## config.mk

```make
export PLATFORM = sky130hd
export DESIGN_NAME = pkw_top
export DESIGN_NICKNAME = d
export VERILOG_FILES = /design/src/verilog/pkw_pkg.sv /design/src/verilog/pkw_top.sv
export SDC_FILE = /design/constraint.sdc
export NUM_CORES = 1
export LEC_CHECK = 0
export ABC_AREA = 0
export BUFFER_PORTS_ARGS = -buffer_cell sky130_fd_sc_hd__buf_4
export CAP_MARGIN = 20
export CORE_MARGIN = 5
export CORE_UTILIZATION = 30
export CTS_CLUSTER_DIAMETER = 80
export DETAILED_ROUTE_END_ITERATION = 12
export GPL_ROUTABILITY_DRIVEN = 0
export GPL_TIMING_DRIVEN = 0
export PLACE_DENSITY = 0.46
export REMOVE_ABC_BUFFERS = 1
export SKIP_CTS_REPAIR_TIMING = 1
export SLEW_MARGIN = 20
export SYNTH_ARGS = -nofsm -noshare
export SYNTH_HDL_FRONTEND = slang
export SYNTH_SLANG_ARGS = --single-unit
```

## constraint.sdc

```tcl
create_clock -name SYS_CLK -period 4.8 [get_ports SYS_CLK]
set_input_delay 0.24 -clock SYS_CLK [delete_from_list [all_inputs] [get_ports SYS_CLK]]
set_output_delay 0.24 -clock SYS_CLK [all_outputs]
set_load 0.005 [all_outputs]
```

## src/verilog/pkw_pkg.sv

```systemverilog
// Constants for the power-key and charger-wake block
package pkw_pkg;
    // Clock rate and derived times
    localparam int unsigned CLK_HZ      = 50000000;
    localparam int unsigned MS_PER_S    = 1000;
    localparam int unsigned KEY_TIME_S  = 2;
    localparam int unsigned DEBOUNCE_MS = 10;
    localparam int unsigned MS_CYC      = CLK_HZ / MS_PER_S;
    localparam int unsigned DB_CYC      = DEBOUNCE_MS * MS_CYC;
    localparam logic [15:0] KEY_MS_RST  =
        16'(KEY_TIME_S * MS_PER_S);

    // Register byte offsets
    localparam logic [7:0] OFS_CTRL   = 8'h00;
    localparam logic [7:0] OFS_STATUS = 8'h04;
    localparam logic [7:0] OFS_EVENT  = 8'h08;
    localparam logic [7:0] OFS_KTIME  = 8'h0C;
    localparam logic [7:0] OFS_POWER  = 8'h10;

    // Control field positions
    localparam int unsigned CTL_MODE_LO = 0;
    localparam int unsigned CTL_MODE_HI = 1;
    localparam int unsigned CTL_KMASK   = 2;
    localparam int unsigned CTL_WMASK   = 3;
    localparam int unsigned CTL_ODRAIN  = 4;

    // Status, event and power field positions
    localparam int unsigned ST_KEY   = 0;
    localparam int unsigned ST_LOCK  = 1;
    localparam int unsigned EV_KEY   = 0;
    localparam int unsigned EV_WAKE  = 1;
    localparam int unsigned EV_LOCK  = 2;
    localparam int unsigned PW_SYS   = 0;
    localparam int unsigned PW_STBY  = 1;

    // Reset values
    localparam logic [4:0] CTRL_RST  = 5'h00;
    localparam logic [1:0] POWER_RST = 2'h1;

    // Key modes
    localparam logic [1:0] MODE_EDGE  = 2'h0;
    localparam logic [1:0] MODE_LOCK  = 2'h1;
    localparam logic [1:0] MODE_OFF   = 2'h2;
    localparam logic [1:0] MODE_STBY  = 2'h3;

    // AHB transfer type bit for active transfers
    localparam int unsigned HTRANS_ACT = 1;

    // Key tracker states
    typedef enum logic [2:0] {
        KS_IDLE  = 3'b001,
        KS_PRESS = 3'b010,
        KS_HELD  = 3'b100
    } pkw_key_state_t;
endpackage

```

## src/verilog/pkw_top.sv

```systemverilog
// Power-key and charger-wake logic with AHB-Lite registers
`timescale 1ns/1ps
module pkw_top #(
    parameter int unsigned MS_CYC = pkw_pkg::MS_CYC,
    parameter int unsigned DB_CYC = pkw_pkg::DB_CYC
) (
    // Clock, reset, enable
    input  wire logic        SYS_CLK,
    input  wire logic        RST,
    input  wire logic        CLK_EN,
    // AHB-Lite slave
    input  wire logic        HSEL,
    input  wire logic [7:0]  HADDR,
    input  wire logic [1:0]  HTRANS,
    input  wire logic        HWRITE,
    input  wire logic [2:0]  HSIZE,
    input  wire logic [31:0] HWDATA,
    input  wire logic        HREADY,
    output logic             HREADYOUT,
    output logic [31:0]      HRDATA,
    output logic             HRESP,
    // Pins from outside
    input  wire logic        POWER_KEY_N,
    input  wire logic        CHARGER_WAKE_IN,
    // Sequencer status, same clock
    input  wire logic        CFG_LOADED,
    input  wire logic        LOW_POWER_STATE,
    input  wire logic        RTC_MODE,
    input  wire logic        HOST_RESET_REQ,
    // Sequencer controls
    output logic             SYSTEM_EN,
    output logic             STANDBY,
    output logic             WAKE_EVT,
    output logic             STARTUP_REQ,
    // Pins to outside
    output logic             IRQ_OUT_O,
    output logic             IRQ_OUT_OE,
    output logic             HOST_RESET_O,
    output logic             HOST_RESET_OE,
    output logic             KEY_LOCK_O,
    output logic             KEY_LOCK_OE
);
    // Registers
    logic [4:0]  ctrl_reg;
    logic [15:0] ktime_reg;
    logic [1:0]  power_reg;
    logic        key_ev_reg;
    logic        wake_ev_reg;
    logic        lock_reg;
    logic        off_by_key_reg;
    logic [1:0]  key_sync_reg;
    logic [1:0]  chg_sync_reg;
    logic        chg_prev_reg;
    logic        key_db_reg;
    logic [31:0] db_cnt_reg;
    logic [31:0] pre_cnt_reg;
    logic [15:0] press_ms_reg;
    logic        lp_prev_reg;
    logic        a_wr_reg;
    logic [7:0]  a_addr_reg;
    logic [31:0] rdata_reg;
    logic        wake_reg;
    logic        start_reg;
    logic        irq_o_reg;
    logic        irq_oe_reg;
    logic        rst_o_reg;
    logic        rst_oe_reg;
    logic        lk_o_reg;
    logic        lk_oe_reg;
    pkw_pkg::pkw_key_state_t ks_reg;
    pkw_pkg::pkw_key_state_t ks_next;

    // Field views
    wire [1:0] mode    = ctrl_reg[pkw_pkg::CTL_MODE_HI:
                                  pkw_pkg::CTL_MODE_LO];
    wire       kmask   = ctrl_reg[pkw_pkg::CTL_KMASK];
    wire       wmask   = ctrl_reg[pkw_pkg::CTL_WMASK];
    wire       odrain  = ctrl_reg[pkw_pkg::CTL_ODRAIN];
    wire       edge_md = mode == pkw_pkg::MODE_EDGE;

    // Bus decode
    wire addr_ok  = HSEL && HTRANS[pkw_pkg::HTRANS_ACT] && HREADY;
    wire wr_ctrl  = a_wr_reg && a_addr_reg == pkw_pkg::OFS_CTRL;
    wire wr_event = a_wr_reg && a_addr_reg == pkw_pkg::OFS_EVENT;
    wire wr_ktime = a_wr_reg && a_addr_reg == pkw_pkg::OFS_KTIME;
    wire wr_power = a_wr_reg && a_addr_reg == pkw_pkg::OFS_POWER;

    // Key edges and timing, debounced level only
    wire key_on   = key_db_reg;
    wire tick     = pre_cnt_reg == 32'(MS_CYC - 1);
    wire press    = ks_reg == pkw_pkg::KS_IDLE && key_on;
    wire release_ = ks_reg != pkw_pkg::KS_IDLE && !key_on;
    wire long_hit = ks_reg == pkw_pkg::KS_PRESS && key_on &&
                    press_ms_reg >= ktime_reg;
    wire short_rl = ks_reg == pkw_pkg::KS_PRESS && !key_on;
    wire rtc      = RTC_MODE;
    wire lp       = LOW_POWER_STATE;

    // Charger edge from synchronised level
    wire chg_rise = chg_sync_reg[1] && !chg_prev_reg;

    // Key event causes per mode
    wire ev_edge  = !rtc && edge_md && press;
    wire ev_short = !rtc && !edge_md && short_rl &&
                    !(lock_reg && lp);
    wire ev_long  = !rtc && !edge_md && long_hit;
    wire key_set  = ev_edge || ev_short || ev_long;

    // Wake causes
    wire wk_key   = lp && ((ev_edge && !kmask) ||
                           ev_short || ev_long);
    wire wk_chg   = !rtc && lp && chg_rise && !wmask;
    wire start_go = rtc && (press || chg_rise);

    // Power enable decisions
    wire lock_set = ev_long;
    wire sys_clr  = (ev_long && mode != pkw_pkg::MODE_LOCK) ||
                    (ev_short && mode == pkw_pkg::MODE_STBY);
    wire stby_set = ev_short && mode == pkw_pkg::MODE_STBY;
    wire stby_clr = ev_long && mode == pkw_pkg::MODE_STBY;
    wire sys_back = press && off_by_key_reg && !rtc;
    wire powerup  = lp_prev_reg && !lp;

    // Interrupt level, key and charger each gated by its mask
    wire irq_lvl  = (key_ev_reg && !kmask) ||
                    (wake_ev_reg && !wmask);

    // Read mux
    logic [31:0] rd_mux;
    always_comb begin
        rd_mux = 32'h0000_0000;
        unique case (HADDR)
            pkw_pkg::OFS_CTRL:   rd_mux = 32'(ctrl_reg);
            pkw_pkg::OFS_STATUS: rd_mux = 32'({lock_reg, key_db_reg});
            pkw_pkg::OFS_EVENT:  rd_mux = 32'({lock_reg, wake_ev_reg,
                                               key_ev_reg});
            pkw_pkg::OFS_KTIME:  rd_mux = 32'(ktime_reg);
            pkw_pkg::OFS_POWER:  rd_mux = 32'(power_reg);
            default:             rd_mux = 32'h0000_0000;
        endcase
    end

    // Key tracker next state
    always_comb begin
        ks_next = ks_reg;
        unique case (ks_reg)
            pkw_pkg::KS_IDLE: begin
                if (key_on) begin
                    ks_next = pkw_pkg::KS_PRESS;
                end
            end
            pkw_pkg::KS_PRESS: begin
                if (!key_on) begin
                    ks_next = pkw_pkg::KS_IDLE;
                end else if (long_hit) begin
                    ks_next = pkw_pkg::KS_HELD;
                end
            end
            pkw_pkg::KS_HELD: begin
                if (release_) begin
                    ks_next = pkw_pkg::KS_IDLE;
                end
            end
            default: ks_next = pkw_pkg::KS_IDLE;
        endcase
    end

    // Pin synchronisers
    always_ff @(posedge SYS_CLK or posedge RST) begin
        if (RST) begin
            key_sync_reg <= 2'h0;
            chg_sync_reg <= 2'h0;
            chg_prev_reg <= 1'b0;
        end else if (CLK_EN) begin
            key_sync_reg <= {key_sync_reg[0], !POWER_KEY_N};
            chg_sync_reg <= {chg_sync_reg[0], CHARGER_WAKE_IN};
            chg_prev_reg <= chg_sync_reg[1];
        end
    end

    // Debounce filter, level held for DB_CYC cycles
    always_ff @(posedge SYS_CLK or posedge RST) begin
        if (RST) begin
            key_db_reg <= 1'b0;
            db_cnt_reg <= 32'h0000_0000;
        end else if (CLK_EN) begin
            if (key_sync_reg[1] == key_db_reg) begin
                db_cnt_reg <= 32'h0000_0000;
            end else if (db_cnt_reg == 32'(DB_CYC - 1)) begin
                key_db_reg <= key_sync_reg[1];
                db_cnt_reg <= 32'h0000_0000;
            end else begin
                db_cnt_reg <= db_cnt_reg + 32'h0000_0001;
            end
        end
    end

    // Millisecond prescaler and press length
    always_ff @(posedge SYS_CLK or posedge RST) begin
        if (RST) begin
            pre_cnt_reg  <= 32'h0000_0000;
            press_ms_reg <= 16'h0000;
            ks_reg       <= pkw_pkg::KS_IDLE;
        end else if (CLK_EN) begin
            ks_reg <= ks_next;
            if (press || tick) begin
                pre_cnt_reg <= 32'h0000_0000;
            end else begin
                pre_cnt_reg <= pre_cnt_reg + 32'h0000_0001;
            end
            if (press) begin
                press_ms_reg <= 16'h0000;
            end else if (tick && press_ms_reg != 16'hFFFF) begin
                press_ms_reg <= press_ms_reg + 16'h0001;
            end
        end
    end

    // Bus address phase capture and read data
    always_ff @(posedge SYS_CLK or posedge RST) begin
        if (RST) begin
            a_wr_reg   <= 1'b0;
            a_addr_reg <= 8'h00;
            rdata_reg  <= 32'h0000_0000;
        end else if (CLK_EN) begin
            a_wr_reg <= addr_ok && HWRITE;
            if (addr_ok) begin
                a_addr_reg <= HADDR;
                rdata_reg  <= HWRITE ? 32'h0000_0000 : rd_mux;
            end
        end
    end

    // Software configuration
    always_ff @(posedge SYS_CLK or posedge RST) begin
        if (RST) begin
            ctrl_reg  <= pkw_pkg::CTRL_RST;
            ktime_reg <= pkw_pkg::KEY_MS_RST;
        end else if (CLK_EN) begin
            if (wr_ctrl) begin
                ctrl_reg <= HWDATA[4:0];
            end
            if (wr_ktime) begin
                ktime_reg <= HWDATA[15:0];
            end
        end
    end

    // Event flags, hardware set beats software clear
    always_ff @(posedge SYS_CLK or posedge RST) begin
        if (RST) begin
            key_ev_reg  <= 1'b0;
            wake_ev_reg <= 1'b0;
            lock_reg    <= 1'b0;
        end else if (CLK_EN) begin
            if (key_set) begin
                key_ev_reg <= 1'b1;
            end else if (wr_event && HWDATA[pkw_pkg::EV_KEY]) begin
                key_ev_reg <= 1'b0;
            end
            if (!rtc && chg_rise) begin
                wake_ev_reg <= 1'b1;
            end else if (wr_event && HWDATA[pkw_pkg::EV_WAKE]) begin
                wake_ev_reg <= 1'b0;
            end
            if (lock_set) begin
                lock_reg <= 1'b1;
            end else if (powerup) begin
                lock_reg <= 1'b0;
            end else if (wr_event && HWDATA[pkw_pkg::EV_LOCK]) begin
                lock_reg <= 1'b0;
            end
        end
    end

    // Domain enables, key actions beat software writes
    always_ff @(posedge SYS_CLK or posedge RST) begin
        if (RST) begin
            power_reg      <= pkw_pkg::POWER_RST;
            off_by_key_reg <= 1'b0;
            lp_prev_reg    <= 1'b0;
        end else if (CLK_EN) begin
            lp_prev_reg <= lp;
            if (sys_clr) begin
                power_reg[pkw_pkg::PW_SYS] <= 1'b0;
                off_by_key_reg             <= 1'b1;
            end else if (sys_back) begin
                power_reg[pkw_pkg::PW_SYS] <= 1'b1;
                off_by_key_reg             <= 1'b0;
            end else if (wr_power) begin
                power_reg[pkw_pkg::PW_SYS] <= HWDATA[pkw_pkg::PW_SYS];
                off_by_key_reg             <= 1'b0;
            end
            if (stby_set) begin
                power_reg[pkw_pkg::PW_STBY] <= 1'b1;
            end else if (stby_clr) begin
                power_reg[pkw_pkg::PW_STBY] <= 1'b0;
            end else if (wr_power) begin
                power_reg[pkw_pkg::PW_STBY] <=
                    HWDATA[pkw_pkg::PW_STBY];
            end
        end
    end

    // Sequencer pulses
    always_ff @(posedge SYS_CLK or posedge RST) begin
        if (RST) begin
            wake_reg  <= 1'b0;
            start_reg <= 1'b0;
        end else if (CLK_EN) begin
            wake_reg  <= wk_key || wk_chg;
            start_reg <= start_go;
        end
    end

    // Pin drivers, active-low irq and reset
    always_ff @(posedge SYS_CLK or posedge RST) begin
        if (RST) begin
            irq_o_reg  <= 1'b1;
            irq_oe_reg <= 1'b1;
            rst_o_reg  <= 1'b0;
            rst_oe_reg <= 1'b1;
            lk_o_reg   <= 1'b0;
            lk_oe_reg  <= 1'b0;
        end else if (CLK_EN) begin
            irq_o_reg  <= odrain ? 1'b0 : !irq_lvl;
            irq_oe_reg <= odrain ? irq_lvl : 1'b1;
            rst_o_reg  <= odrain ? 1'b0 : !HOST_RESET_REQ;
            rst_oe_reg <= odrain ? HOST_RESET_REQ : 1'b1;
            lk_o_reg   <= lock_reg;
            lk_oe_reg  <= CFG_LOADED;
        end
    end

    // Output wiring
    assign HREADYOUT     = 1'b1;
    assign HRESP         = 1'b0;
    assign HRDATA        = rdata_reg;
    assign SYSTEM_EN     = power_reg[pkw_pkg::PW_SYS];
    assign STANDBY       = power_reg[pkw_pkg::PW_STBY];
    assign WAKE_EVT      = wake_reg;
    assign STARTUP_REQ   = start_reg;
    assign IRQ_OUT_O     = irq_o_reg;
    assign IRQ_OUT_OE    = irq_oe_reg;
    assign HOST_RESET_O  = rst_o_reg;
    assign HOST_RESET_OE = rst_oe_reg;
    assign KEY_LOCK_O    = lk_o_reg;
    assign KEY_LOCK_OE   = lk_oe_reg;

    // HSIZE is accepted but all accesses act as whole words
    wire unused_ok = &{1'b0, HSIZE};
endmodule

```

==> results.txt, run 1 <==
area delta synth->final -> 17.3%
# diodes -> 0
Crit-path slowest cell -> and2_1
Primary FF master, synth -> dfrtp_1
CTS tree -> built
clock sinks -> 150
critical path arrival -> 3150 ps
P_leak -> 4.05 nW
crit end category -> flip-flop
DIE AREA -> 30100 um2
count of flip-flops with a built-in enable after synthesis -> 0
synthesis-stage register bit count -> 150
standard cell core area -> 26200 um2
delay-heaviest family, CP -> simple AND/OR/NAND/NOR gates
Max-slew headroom -> 33.3%
Multi-input gate area -> 3890 um2
Power Dens Cells -> 324 nW/um2
clk root buf -> clkbuf_16
R2R Path End -> db_cnt_reg[29]$_DFFE_PP0P_
post-detail-place hpwl -> 13900 um
Tmin final -> 2790 ps
r2r setup slk -> 2060 ps
Finished Cell Area -> 9400 um2
final hold violations -> 0
wire per inst -> 16.7 um
CP Launch Point -> CLK_EN
starting density of the core -> 30.6%
vias in the first global route -> 6049
largest net degree at the start of global routing -> 85
asr flop ratio synth -> 100%
clk buf depth -> 2
critical path depth in cells -> 6
actual slew at the worst max-slew pin -> 997 ps
setup slack at placement -> 1450 ps
# IOs -> 101
Critical Path, Cell by Cell -> buf_4 -> nand4_1 -> buf_6 -> nor3_1 -> and2_1 -> a22o_1
Hold Path Class -> input port to flip-flop
RSZ-0062 raised after global routing -> no
CTS Buf Count -> 17
Worst Setup EP -> HRDATA[10]$_DFFE_PP0P_
PortBufs -> 62
crit path max fanout -> 57
share of layout cells above drive strength 1 -> 19.6%
min-delay src -> CFG_LOADED
utilization after layout -> 35.9%
H-tree depth -> 4
max_cap viols -> 0
Startpoint Class -> input port
nets -> 930
first-pass GRT wire length -> 33000 um
outcome -> finished clean
fmax -> 358 MHz
Detailed Routing Iterations Pass 1 -> 5
insertion delay to the later sink of the worst-skew pair -> 420 ps
clock skew -> 13.3 ps
max incr delay on CP -> 650 ps
Yosys cell types -> 70
drt via density -> 5.06
final cycle utilization of the critical path -> 58.1%
number of remaining DRC errors -> 0
Area after DPL -> 8780 um2
Final setup viols -> 0
fin worst setup slack -> 2010 ps
CP bufs+invs -> 2
mapped cell area -> 8010 um2
clock transition at the registers of the reported paths -> 70 ps
Seq/Total Area, Yosys -> 47.0%
num rows -> 59
Starting DRT DRC Count -> 315
Slew Limit Fails -> 0
reg2reg start -> db_cnt_reg[25]$_DFFE_PP0P_
Power, Total -> 3.05 mW
FILL cells -> 2663
reg2reg path depth -> 8
sequential cell area -> 3770 um2
Ys Warns -> 0
initial antenna violation count -> 0
die width -> 173 um
Syn Inst Count -> 801
Die Y -> 173 um
Post-Syn Area per Cell -> 10.0 um2
final wirelength -> 20100 um
grt total ovfl -> 0
Worst EP required -> 5150 ps
Final Hold Slack -> 43.8 ps
peak supply drop -> 0.000174 V
critical path class -> input port to flip-flop
Routed Antenna Nets -> 0
vias -> 6082
gr usage total -> 13.3%
[synthesized netlist by cell type, types with 3 or more instances]
library cell / count / area (um2)
or4_1: 3 / 22.5
buf_2: 12 / 60.1
and3_1: 14 / 87.6
o21ai_1: 3 / 15.0
nor2b_1: 8 / 50.1
mux2i_1: 5 / 50.1
o211ai_1: 3 / 22.5
or3_1: 10 / 62.6
nor3_1: 13 / 65.1
a22o_1: 18 / 158
xnor2_1: 9 / 78.8
nand2_1: 64 / 240
nand4_1: 21 / 131
a31oi_1: 15 / 93.8
ha_1: 19 / 238
nor4_1: 14 / 87.6
and2_1: 6 / 37.5
a21o_1: 8 / 60.1
mux2_2: 37 / 417
nor3b_1: 3 / 22.5
o2bb2ai_1: 9 / 78.8
and4_1: 6 / 52.6
dfstp_2: 11 / 289
clkbuf_1: 17 / 63.8
nor4_2: 3 / 37.5
buf_1: 3 / 11.3
nor2_1: 57 / 214
nand3_1: 31 / 155
a21oi_1: 26 / 130
o31ai_1: 17 / 128
buf_4: 19 / 143
nor4b_1: 6 / 52.6
inv_1: 37 / 139
o21ai_0: 51 / 255
o41ai_1: 6 / 52.6
nand3b_1: 5 / 37.5
nand2b_1: 8 / 50.1
dfrtp_1: 139 / 3480
xor2_1: 23 / 201
[metrics by stage]
stage          setup TNS (ps)  std cells
2_1_floorplan               0        765
3_3_place_gp          -237890       1162
3_5_place_dp                0       1168
4_1_cts                     0       1200
5_1_grt                     0       1202
6_report                    0       1202
[worst reg2reg max path, delay by kind of cell, from the launching register on]
family                 cells  cell delay, ps
flip-flops                 1             450
AND/OR/NAND/NOR            3             630
AO/OA/AOI/OAI              3            1090
buffers and inverters      2             410
[logic make-up (layout without fill, tap and decap cells)]
kind of cell | count (synthesis) | count (layout) | synth area share, %
AO/OA/AOI/OAI | 179 | 179 | 15.0
XOR/XNOR | 32 | 32 | 3.50
adder cells (fa/ha/maj) | 19 | 19 | 2.97
buffers and inverters | 89 | 139 | 5.31
flip-flops | 150 | 150 | 47.0
multiplexers | 44 | 44 | 6.39
other | 2 | 18 | 0.0937
AND/OR/NAND/NOR | 286 | 286 | 19.7
[layer usage]
metal / part of all wire [%] / global-route usage (%) / vias up
met5: 0 / 0 / -
met4: 1.0 / 3.39 / 0
met3: 3.1 / 2.90 / 12
met2: 46 / 20.8 / 86
met1: 50 / 18.9 / 2986
li1: - / - / 2998
[area by class of cell]
cell class	count	area share (%)
multi-input combinational	578	41.4
sequential	150	40.1
timing repair buffer	70	6.14
clock buffer	20	4.86
tap	335	4.46
inverter	37	1.56
clock inverter	12	1.49
[where the power goes]
group	internal [mW]	switching, mW	leakage (nW)
registers	1.34	0.0657	1.99
logic	0.128	0.142	1.77
clock network	0.803	0.568	0.285
total	2.27	0.776	4.05
[worst min path at each step]
stage	end	slack (ps)	cells after the start
after floorplan	HOST_RESET_OE$_DFFE_PP1P_	300	1
after global placement	key_sync_reg[0]$_DFFE_PP0P_	430	2
after detailed placement	pre_cnt_reg[18]$_DFFE_PP0P_	330	2
after CTS	db_cnt_reg[20]$_DFFE_PP0P_	-120	2
after global routing	ktime_reg[6]$_DFFE_PP1P_	30	2
final	KEY_LOCK_OE$_DFFE_PP0P_	40	2
[cells in the final DEF, fill, tap and decap left out, drive strengths merged, types with 9 or more instances in the layout]
master / n
o31ai: 18
dfrtp: 139
xor2: 23
a31oi: 15
nand4: 21
buf: 68
conb: 18
nor2: 57
clkbuf: 20
a22o: 18
nor3: 15
inv: 43
o21ai: 54
or3: 10
nor4: 19
ha: 19
and3: 14
nand3: 31
nand2: 64
xnor2: 9
a21oi: 27
o2bb2ai: 9
dfstp: 11
mux2: 37
Power figures use the tool's default switching activity.
==> run 2: changes to the inputs <==
- clock period: 4.8 -> 2.7 ns (I/O delays scaled with it)
==> results.txt, run 2 (synthesis results as in run 1) <==
starting density of the core -> 30.6% (unchanged)
Final setup viols -> 0 (unchanged)
PortBufs -> 62 (unchanged)
wire per inst -> 16.5 um (-1.2%)
cell count after placement -> 1168 (unchanged)
Detailed Routing Iterations Pass 1 -> 4 (-1)
most common cell after layout, fill and taps aside -> dfrtp_1
utilization after layout -> 37.4% (+1.5 points)
CP bufs+invs -> 0 (-2)
Worst EP required -> 3030 ps (-2120 ps)
Die Y -> 173 um (unchanged)
gr usage total -> 13.3% (unchanged)
grt total ovfl -> 0 (unchanged)
clk buf depth -> 2 (unchanged)
CTS tree -> built
Tmin final -> 2560 ps
FILL cells -> 2641 (-0.83%)
final hold violations -> 0 (unchanged)
crit path max fanout -> 10 (-82%)
fmax -> 391 MHz
setup TNS -> 0 ps (unchanged)
H-tree depth -> 4 (unchanged)
delay-heaviest family, CP -> simple AND/OR/NAND/NOR gates
post-detail-place hpwl -> 13900 um (unchanged)
final wirelength -> 20500 um (+2.1%)
num rows -> 59 (unchanged)
clk root buf -> clkbuf_16
DIE AREA -> 30100 um2 (unchanged)
Crit-path slowest cell -> nand4bb_2
clock transition at the registers of the reported paths -> 70 ps (about the same)
drt via density -> 5.05 (-0.26%)
max incr delay on CP -> 560 ps (-90 ps)
max_cap viols -> 0 (unchanged)
P_leak -> 4.22 nW (+4.1%)
Power Dens Cells -> 558 nW/um2 (+72%)
insertion delay to the later sink of the worst-skew pair -> 420 ps (about the same)
nets -> 970 (+4.3%)
outcome -> finished clean
# diodes -> 0 (unchanged)
standard cell core area -> 26200 um2 (unchanged)
CTS Buf Count -> 17 (unchanged)
peak supply drop -> 0.000312 V (+79%)
Power, Total -> 5.46 mW (+79%)
Critical Path, Cell by Cell -> nand4bb_2 -> and4_1 -> a21o_1 -> nor2_1 -> or4b_1 -> a21oi_1
share of layout cells above drive strength 1 -> 20.4% (+0.79 points)
largest net degree at the start of global routing -> 85 (unchanged)
Slew Limit Fails -> 0 (unchanged)
number of remaining DRC errors -> 0 (unchanged)
final cycle utilization of the critical path -> 94.7%
Startpoint Class -> flip-flop
Max-slew headroom -> 33.4% (+0.076 points)
post-route insts no fill -> 1242 (+3.3%)
actual slew at the worst max-slew pin -> 996 ps (-1.14 ps)
vias -> 6268 (+3.1%)
clock skew -> 14.0 ps (+0.687 ps)
die width -> 173 um (unchanged)
Hold Path Class -> input port to flip-flop
initial antenna violation count -> 0 (unchanged)
crit end category -> flip-flop
area delta synth->final -> 22.2%
Starting DRT DRC Count -> 272 (-14%)
vias in the first global route -> 6049 (unchanged)
Routed Antenna Nets -> 0 (unchanged)
most frequent cells in the layout -> dfrtp_1 (139), buf_4 (72), nand2_1 (64)
# IOs -> 101 (unchanged)
first-pass GRT wire length -> 33000 um (unchanged)
clock sinks -> 150 (unchanged)
critical path class -> flip-flop to flip-flop
critical path arrival -> 2890 ps (-260 ps)
[run 2: cell count changes in the layout (fill, tap and decap cells not counted)]
cell           change
o21ai_1            -1
o31ai_2            +1
o21ai_2            +1
buf_4             +10
a21oi_2            +1
nand4bb_1          -1
and3_1             -1
a2111oi_1          +1
and3_2             +1
dlygate4sd3_1     +28
nand4bb_2          +1
a2111oi_0          -1
[run 2: path summary, 6_finish.rpt]
path | from | endpoint | slack, ps | cells past startpoint
worst min register to register | HRDATA[0]$_DFFE_PP0P_ | HRDATA[0]$_DFFE_PP0P_ | 480 | 2
max in group asynchronous | RST | IRQ_OUT_O$_DFFE_PP1P_ | 1550 | 4
min in group asynchronous | RST | pre_cnt_reg[18]$_DFFE_PP0P_ | 310 | 3
worst min-delay path | HADDR[3] | a_addr_reg[3]$_DFFE_PP0P_ | 30 | 2
worst max register to register | ks_reg[2]$_DFFE_PP0P_ | press_ms_reg[13]$_DFFE_PP0P_ | 140 | 6
worst max-delay path | ks_reg[2]$_DFFE_PP0P_ | press_ms_reg[13]$_DFFE_PP0P_ | 140 | 6
[run 2: layout make-up]
cell class / count / area (um2) / share of cell area (%)
multi-input cells: 580 / 3930 / 40.1
flip-flops and latches: 150 / 3770 / 38.5
repair buffers: 108 / 932 / 9.52
clock buffers: 20 / 457 / 4.67
well taps: 335 / 419 / 4.28
inverters: 37 / 146 / 1.50
clock inverters: 12 / 140 / 1.43
[run 2: power by group]
group          internal, mW  total (mW)  switching [mW]
Sequential             2.38        2.49           0.117
Combinational         0.260       0.522           0.262
Clock                  1.43        2.45            1.02
Total                  4.07        5.46            1.40
[run 2: layer usage]
metal / global-route usage, % / up-vias / routed length, um
li1: - / 3091 / -
met1: 18.9 / 3084 / 10200
met2: 20.8 / 79 / 9520
met3: 2.90 / 14 / 550
met4: 3.39 / 0 / 223
met5: 0 / - / 0
[run 2: through the flow]
step	instance area [um2]	setup WS [ps]	hold slack, ps
global route	9790	-0.413	12.7
global placement	8670	-3730	328
finish	9790	143	34.9
CTS	9380	-109	-227
detailed placement	8780	-545	228
floorplan	7790	-1450	197
